## config.mk

```make
export PLATFORM = sky130hd
export DESIGN_NAME = apm_power_seq
export DESIGN_NICKNAME = d
export VERILOG_FILES = /design/src/design/apm_pkg.sv /design/src/design/apm_power_seq.sv
export VERILOG_INCLUDE_DIRS = /design/src /design/src/design
export SDC_FILE = /design/constraint.sdc
export NUM_CORES = 1
export LEC_CHECK = 0
export BUFFER_PORTS_ARGS = -buffer_cell sky130_fd_sc_hd__buf_2
export CAP_MARGIN = 5
export CORE_MARGIN = 4
export CORE_UTILIZATION = 60
export DETAILED_ROUTE_END_ITERATION = 7
export PLACE_DENSITY = 0.88
export SYNTH_ARGS = -nofsm -noshare
export SYNTH_HDL_FRONTEND = slang
export SYNTH_SLANG_ARGS = --single-unit
```

## constraint.sdc

```tcl
create_clock -name clock_i -period 6.24 [get_ports clock_i]
set_clock_uncertainty 0.05 [all_clocks]
set_input_delay 1.248 -clock clock_i [delete_from_list [all_inputs] [get_ports clock_i]]
set_output_delay 1.248 -clock clock_i [all_outputs]
set_load 0.1 [all_outputs]
```

## src/design/apm_defs.svh

```systemverilog
// constants for the drive power-mode sequencer
`ifndef APM_DEFS_SVH
`define APM_DEFS_SVH

// main clock rate and the inactivity interval before sleep
`define APM_CLK_FREQ_MHZ     125
`define APM_SLEEP_TIME_US    16000
`define APM_SLEEP_CYCLES     (`APM_SLEEP_TIME_US * `APM_CLK_FREQ_MHZ)

// width of the inactivity counter and the firmware timeout value
`define APM_TMO_W            24

// state encodings
`define APM_ST_ACTIVE        2'h0
`define APM_ST_IDLE          2'h1
`define APM_ST_SLEEP         2'h2
`define APM_ST_WAKE          2'h3

// level of a synchronised pin that means an installed jumper
`define APM_JUMPER_ON        1'h1
// cable select line level that selects the master role
`define APM_CSEL_MASTER      1'h0

`endif

```

## src/design/apm_pkg.sv

```systemverilog
// types shared by the drive power-mode sequencer
package apm_pkg;

   typedef enum logic [1:0] {
      APM_ACTIVE = 2'h0,
      APM_IDLE   = 2'h1,
      APM_SLEEP  = 2'h2,
      APM_WAKE   = 2'h3
   } apm_mode_t;

   // what the rest of the drive sees of the sequencer
   typedef struct packed {
      apm_mode_t mode;
      logic      main_clk_en;
      logic      is_slave;
   } apm_status_t;

   // one-cycle starts handed to the command engine
   typedef struct packed {
      logic cmd_start;
      logic srst_start;
   } apm_start_t;

endpackage

```

## src/design/apm_power_seq.sv

```systemverilog
// power-mode sequencer and drive role selection for the ata drive
`timescale 1ns/10ps
`include "apm_defs.svh"

module apm_power_seq #(
   parameter int unsigned            TMO_W        = `APM_TMO_W,
   parameter logic [`APM_TMO_W-1:0]  SLEEP_CYCLES = `APM_TMO_W'(`APM_SLEEP_CYCLES),
   parameter bit                     HORIZONTAL   = 1'b0
) (
   // clock and reset
   input  wire logic                 clock_i,
   input  wire logic                 reset_n_i,
   // host activity from the ata register file
   input  wire logic                 cmd_write_i,
   input  wire logic                 soft_reset_i,
   input  wire logic                 cmd_done_i,
   // firmware timeout setting
   input  wire logic                 timeout_load_i,
   input  wire logic [TMO_W-1:0]     timeout_value_i,
   // configuration pins
   input  wire logic                 drive_select_jumper_i,
   input  wire logic                 cable_select_jumper_i,
   input  wire logic                 cable_select_i,
   // results
   output apm_pkg::apm_status_t      status_o,
   output apm_pkg::apm_start_t       start_o
);

   ////////////////////////////////////////////////////////////////////////////////////////////
   // pin synchronisers
   logic [1:0] jmp_sync_r;
   logic [1:0] csj_sync_r;
   logic [1:0] csl_sync_r;
   logic [1:0] jmp_sync_nxt;
   logic [1:0] csj_sync_nxt;
   logic [1:0] csl_sync_nxt;

   always_comb begin
      jmp_sync_nxt = {jmp_sync_r[0], drive_select_jumper_i};
      csj_sync_nxt = {csj_sync_r[0], cable_select_jumper_i};
      csl_sync_nxt = {csl_sync_r[0], cable_select_i};
   end

   always_ff @(posedge clock_i or negedge reset_n_i) begin
      if (!reset_n_i) begin
         jmp_sync_r <= 2'h0;
         csj_sync_r <= 2'h0;
         csl_sync_r <= 2'h0;
      end else begin
         jmp_sync_r <= jmp_sync_nxt;
         csj_sync_r <= csj_sync_nxt;
         csl_sync_r <= csl_sync_nxt;
      end
   end

   ////////////////////////////////////////////////////////////////////////////////////////////
   // sequencer state
   apm_pkg::apm_mode_t    mode_r;
   apm_pkg::apm_mode_t    mode_nxt;
   logic [TMO_W-1:0]      idle_cnt_r;
   logic [TMO_W-1:0]      idle_cnt_nxt;
   logic [TMO_W-1:0]      tmo_r;
   logic [TMO_W-1:0]      tmo_nxt;
   logic                  pend_cmd_r;
   logic                  pend_cmd_nxt;
   logic                  pend_srst_r;
   logic                  pend_srst_nxt;
   apm_pkg::apm_status_t  status_r;
   apm_pkg::apm_status_t  status_nxt;
   apm_pkg::apm_start_t   start_r;
   apm_pkg::apm_start_t   start_nxt;
   logic                  activity;
   logic                  role_slave;

   assign activity = cmd_write_i | soft_reset_i;

   always_comb begin
      mode_nxt      = mode_r;
      idle_cnt_nxt  = idle_cnt_r;
      tmo_nxt       = tmo_r;
      pend_cmd_nxt  = pend_cmd_r;
      pend_srst_nxt = pend_srst_r;
      start_nxt     = '0;
      // a zero interval is stored as one, so the quiet interval is never shorter than one cycle
      if (timeout_load_i) begin
         tmo_nxt = (timeout_value_i == '0) ? TMO_W'(1) : timeout_value_i;
      end
      unique case (mode_r)
         apm_pkg::APM_ACTIVE: begin
            idle_cnt_nxt = '0;
            // new activity in the cycle of completion wins and keeps us active
            if (activity) begin
               start_nxt.cmd_start  = cmd_write_i;
               start_nxt.srst_start = soft_reset_i;
            end else if (cmd_done_i) begin
               mode_nxt = apm_pkg::APM_IDLE;
            end
         end
         apm_pkg::APM_IDLE: begin
            if (activity) begin
               mode_nxt             = apm_pkg::APM_ACTIVE;
               idle_cnt_nxt         = '0;
               start_nxt.cmd_start  = cmd_write_i;
               start_nxt.srst_start = soft_reset_i;
            end else if (idle_cnt_r + TMO_W'(1) >= tmo_r) begin
               mode_nxt     = apm_pkg::APM_SLEEP;
               idle_cnt_nxt = '0;
            end else begin
               idle_cnt_nxt = idle_cnt_r + TMO_W'(1);
            end
         end
         apm_pkg::APM_SLEEP: begin
            idle_cnt_nxt = '0;
            // the request is parked until the clock is running again
            if (activity) begin
               mode_nxt      = apm_pkg::APM_WAKE;
               pend_cmd_nxt  = cmd_write_i;
               pend_srst_nxt = soft_reset_i;
            end
         end
         apm_pkg::APM_WAKE: begin
            mode_nxt             = apm_pkg::APM_ACTIVE;
            start_nxt.cmd_start  = pend_cmd_r | cmd_write_i;
            start_nxt.srst_start = pend_srst_r | soft_reset_i;
            pend_cmd_nxt         = 1'b0;
            pend_srst_nxt        = 1'b0;
         end
      endcase
   end

   ////////////////////////////////////////////////////////////////////////////////////////////
   // role selection and registered outputs
   always_comb begin
      if (HORIZONTAL && csj_sync_r[1] == `APM_JUMPER_ON) begin
         role_slave = (csl_sync_r[1] != `APM_CSEL_MASTER);
      end else begin
         role_slave = (jmp_sync_r[1] == `APM_JUMPER_ON);
      end
      status_nxt.mode        = mode_nxt;
      // the gate drops with the state so the sleep cycle already runs clockless
      status_nxt.main_clk_en = (mode_nxt != apm_pkg::APM_SLEEP);
      status_nxt.is_slave    = role_slave;
   end

   always_ff @(posedge clock_i or negedge reset_n_i) begin
      if (!reset_n_i) begin
         mode_r      <= apm_pkg::APM_IDLE;
         idle_cnt_r  <= '0;
         tmo_r       <= TMO_W'(SLEEP_CYCLES);
         pend_cmd_r  <= 1'b0;
         pend_srst_r <= 1'b0;
         status_r    <= '{mode: apm_pkg::APM_IDLE, main_clk_en: 1'b1, is_slave: 1'b0};
         start_r     <= '0;
      end else begin
         mode_r      <= mode_nxt;
         idle_cnt_r  <= idle_cnt_nxt;
         tmo_r       <= tmo_nxt;
         pend_cmd_r  <= pend_cmd_nxt;
         pend_srst_r <= pend_srst_nxt;
         status_r    <= status_nxt;
         start_r     <= start_nxt;
      end
   end

   assign status_o = status_r;
   assign start_o  = start_r;
endmodule

```

Word-level counts from Yosys, hierarchy flattened
Index checks and enable logic that the tools add are counted.
{ "totals": {"ff_bits": 58, "inputBits": 33, "output_inout_bits": 6, "elab_cells": 43} }
{ "classes": {"add_sub_neg": 1, "order_cmp": 1, "n_eq_ne": 5, "muxes": 16, "n_bitwise": 3, "reduce_logical": 7} }
{ "ops": {"columns": ["cell", "count"], "rows": [
  ["24-bit 2-to-1 mux", 3],
  ["24-bit case mux with 2 select lines", 1],
  ["24-bit by 1-bit adder with 24-bit output (second input constant)", 1],
  ["24-bit greater-or-equal comparator", 1],
  ["24-bit logical NOT", 1],
  ["2-bit 2-to-1 mux", 6],
  ["2-bit case mux with 4 select lines", 1],
  ["2-bit equality test (second input constant)", 2],
  ["2-bit inequality test (second input constant)", 2],
  ["1-bit case mux with 2 select lines", 2],
  ["2-bit case mux with 2 select lines", 1],
  ["2-bit nonzero test", 2],
  ["2-bit OR reduction", 2],
  ["1-bit bitwise OR", 3],
  ["2-bit by 1-bit equality test with 1-bit output (second input constant)", 1],
  ["2-bit logical NOT", 1],
  ["1-bit 2-to-1 mux", 2],
  ["2-bit AND reduction", 1]
]} }

Longest topological paths before layout
{ "logic_depth": {"word_depth": 6, "mapped_depth": 16, "mapped_depth_nobuf": 13} }

Worst setup path after synthesis
No wires, ideal clock.
{ "synth_timing": {"kind": "reg2reg", "from": "reg idle_cnt_r[3]", "to": "reg idle_cnt_r[23]", "setup_time_ns": 0.126, "arrival_ns": 3.513, "t_required_ns": 6.064, "path_slack_ns": 2.551, "path_stages_with_launch": 16, "n_path_buf": 4, "period_less_slack_ns": 3.689, "cell_sequence": "dfrtp_1 -> clkbuf_1 -> nand4_1 -> nor2_1 -> and2_1 -> clkbuf_1 -> nand2_1 -> xnor2_1 -> ha_1 -> nand4_2 -> or4_1 -> a311oi_2 -> and4bb_4 -> buf_6 -> buf_6 -> a221o_1"} }
{ "synth_via": {"elab_chain_len": 5} }
{ "synth_lines": {"columns": ["item", "line_no", "source"], "rows": [
  ["start: declaration", "apm_power_seq.sv:60", "logic [TMO_W-1:0] idle_cnt_r;"],
  ["start signal: assignment", "apm_power_seq.sv:156", "idle_cnt_r <= idle_cnt_nxt;"],
  ["24-bit by 1-bit adder with 24-bit output *", "apm_power_seq.sv:105, apm_power_seq.sv:109", null],
  ["24-bit greater-or-equal comparator", "apm_power_seq.sv:105", "end else if (idle_cnt_r + TMO_W'(1) >= tmo_r) begin"],
  ["24-bit 2-to-1 mux *", "apm_power_seq.sv:105", null],
  ["24-bit 2-to-1 mux *", "apm_power_seq.sv:100", "if (activity) begin"],
  ["24-bit case mux with 2 select lines *", "apm_power_seq.sv:88", "unique case (mode_r)"]
]} }
Mark *: on every way between the ends. The rest lies on a longest branch, timed or not.
A chain may end at the register's enable or synchronous reset.

Final worst setup path
{ "layout_timing": {"from": "reg idle_cnt_r[2]", "to": "reg idle_cnt_r[15]"} }
The elaborated chain is that of the path after synthesis.

==> reports/metrics.yaml <==
timing:
  timing.final.hold_violations: 0
  finalCritPeriodShare: 0.647
  fin_ws_ns: 2.20
  fin_crit_ns: 4.04
  rsz0062_at_grt: "false"
  fmax_mhz: 248
  worst_pin_slew_ns: 0.923
  setup-violations-final: 0
  relSlewSlack: 0.385
  final_max_slew_viol_count: 0
  fin_tns_setup_ns: 0
critical_path:
  r2r_cells: 12
  crit_fanout: 38
  worst_ep_arrival_time_ns: 4.20
  crit_required_ns: 6.40
  crit_type: "reg -> reg"
  startpoint: "idle_cnt_r[2]$_DFFE_PN0P_"
  crit_end: "idle_cnt_r[15]$_DFFE_PN0P_"
  ff2ff_setup_slack_ns: 2.20
  crit_path_end_kind: "flop"
  r2r_end: "idle_cnt_r[15]$_DFFE_PN0P_"
  r2r_start: "idle_cnt_r[2]$_DFFE_PN0P_"
  cp-start-kind: "flop"
layout:
  post_route_cells_drive_above_1_share: 0.176
  antenna_cells: 0
  final_nets: 433
  syn_to_final_growth_pct: 12.1
  final_common_cell: "dfrtp_1"
  fillers: 370
  mostFrequentLayoutCells: "49 x dfrtp_1, 39 x nand2_1, 36 x buf_2"
yosys:
  ys_warn_count: 0
  netlist_top_cells_area: "dfrtp_1 37%, ha_1 9.5%, dfstp_2 7.2%"
  synth_top_area_frac: 0.371
  syn_area_per_cell_um2: 9.62
  yosysUniqueCellTypes: 41
  ys_ff_latch: 58
  synthArstFlopShare: 1.00
  dominantRegCellSynth: "dfrtp_1"
  synth-seq-area-share: 0.443
  synth_nets: 401
  postSynthCellCount: 343
  synth_top_cell_by_area: "dfrtp_1"
  synth-edff-count: 0
  netlist_area_um2: 3300
routing:
  vias: 2689
  drcViolationCount: 0
  postRouteAntennaNets: 0
  avgViaCountPerCell: 5.98
  first_pass_iters: 4
  drt-total-wl_um: 7000
  drt_iter0_drc: 218
  wire_per_inst_um: 15.5
placed_design:
  hpwl_um: 4860
  pre_cts_ws_ns: 2.24
  portBuffers: 36
  gp_congestion: 0.853
clock_tree:
  insertion_delay_ns: 0.34
  cts_buffers: 9
  cts_root_buf: "clkbuf_8"
  cts_resized: 0
  clk_pin_slew_ns: 0.07
  cts_tree: "done"
  h-tree-depth: 3
  clock_path_buffers: 2
  cts_hold_buf: 0
  cts.sink_count: 58
  postCtsSetupRepairBufs: 0
floorplan:
  start_util: 0.634
  dieArea_um2: 6750
  dieHeight_um: 82.2
  die_w_um: 82.2
  row_count: 26
  design.portCount: 39
  coreArea_um2: 5200
grt:
  grt_max_degree: 59
  track_usage: 0.231
  grt_overflow_total: 0
  antenna_found_initial: 0
  grt_pass1_wl_um: 11800
  grt_pass1_vias: 2630
status:
  status: "finished clean"
flow_run:
  max_cap_violations: 0
power:
  p_leak_nw: 1.86
  cellPowerDensity_nw_per_um2: 227
  peakVddDrop_mv: 0.128
min_path:
  min-delay-start: "jmp_sync_r[1]$_DFF_PN0_"
  hold_path_class: "reg -> reg"
sequential cells by signal (all words and copies together) (netlist names):
name and count:
idle_cnt_r 24, tmo_r 24, pend_srst_r 1, status_o 4, start_o 2, pend_cmd_r 1, jmp_sync_r 2
worst min-delay path by stage:
| stage | slack, ns | depth (start not counted) | endpoint |
|---|---|---|---|
| after floorplan | 0.28 | 0 | jmp_sync_r[1]$_DFF_PN0_ |
| after global placement | 0.28 | 0 | status_o[0]$_DFF_PN0_ |
| after detailed placement | 0.29 | 0 | status_o[0]$_DFF_PN0_ |
| after CTS | 0.30 | 0 | status_o[0]$_DFF_PN0_ |
| after global routing | 0.32 | 0 | status_o[0]$_DFF_PN0_ |
| final | 0.29 | 0 | status_o[0]$_DFF_PN0_ |
critical path: stages, from the launching register on:
cell	delay (ns)
dfrtp_1	0.42
nand3_1	0.22
nor2_1	0.35
and2_1	0.35
nand2_1	0.17
xnor2_1	0.17
ha_1	0.32
nand4_2	0.17
or4_1	0.57
a311oi_2	0.21
and4bb_4	0.39
and3_1	0.23
a221o_1	0.27
synthesized netlist by cell type, drive strengths merged (3+ instances only):
cell and count:
a221o 10, nand2 39, xnor2 18, a21o 6, nor4 8, nor2 22, dfstp 9, nand3 10
nand4 9, buf 4, inv 26, a21oi 11, and3 13, nor3 3, and2 3, a22o 12
xor2 4, clkbuf 12, dfrtp 49, ha 25, o21ai 26
layer usage:
layer	track usage	part of all wire
met1	0.298	0.44
met2	0.374	0.47
met3	0.0434	0.058
met4	0.115	0.029
met5	0	0
area by class of cell:
type                            count  area [um^2]  share of cell area
Sequential cell                    58         1460               0.395
Inverter                           26         97.6              0.0264
Tap cell                           70         87.6              0.0237
Multi-Input combinational cell    243         1660               0.449
Clock inverter                      4         50.0              0.0135
Timing Repair Buffer               37          188              0.0507
Clock buffer                       12          155              0.0419
cells by family after synthesis:
family	count (synthesis)	synth area share
simple gates	116	0.178
xor+xnor	22	0.0584
mux	1	0.00341
flops	58	0.443
compound gates	79	0.169
fa+ha+maj	25	0.0948
buf+inv	42	0.0538
report_power, final:
part / total, W / leakage [nW] / switching, W / internal, W
clock: 0.000359 / 0.0986 / 0.000153 / 0.000206
combinational: 0.0000810 / 1.04 / 0.0000553 / 0.0000257
sequential: 0.000400 / 0.725 / 0.00000514 / 0.000395
stage by stage:
step	hold slack [ns]	instances	power [W]	utilization	instance area [um^2]
3_3_place_gp	0.282	434	0.000483	0.672	3500
3_5_place_dp	0.286	434	0.000487	0.672	3500
5_1_grt	0.320	450	0.000872	0.711	3700
2_1_floorplan	0.281	343	0.000455	-	3300
4_1_cts	0.299	450	0.000843	0.711	3700
6_report	0.295	450	0.000840	0.711	3700
(Power assumes the default switching activity.)
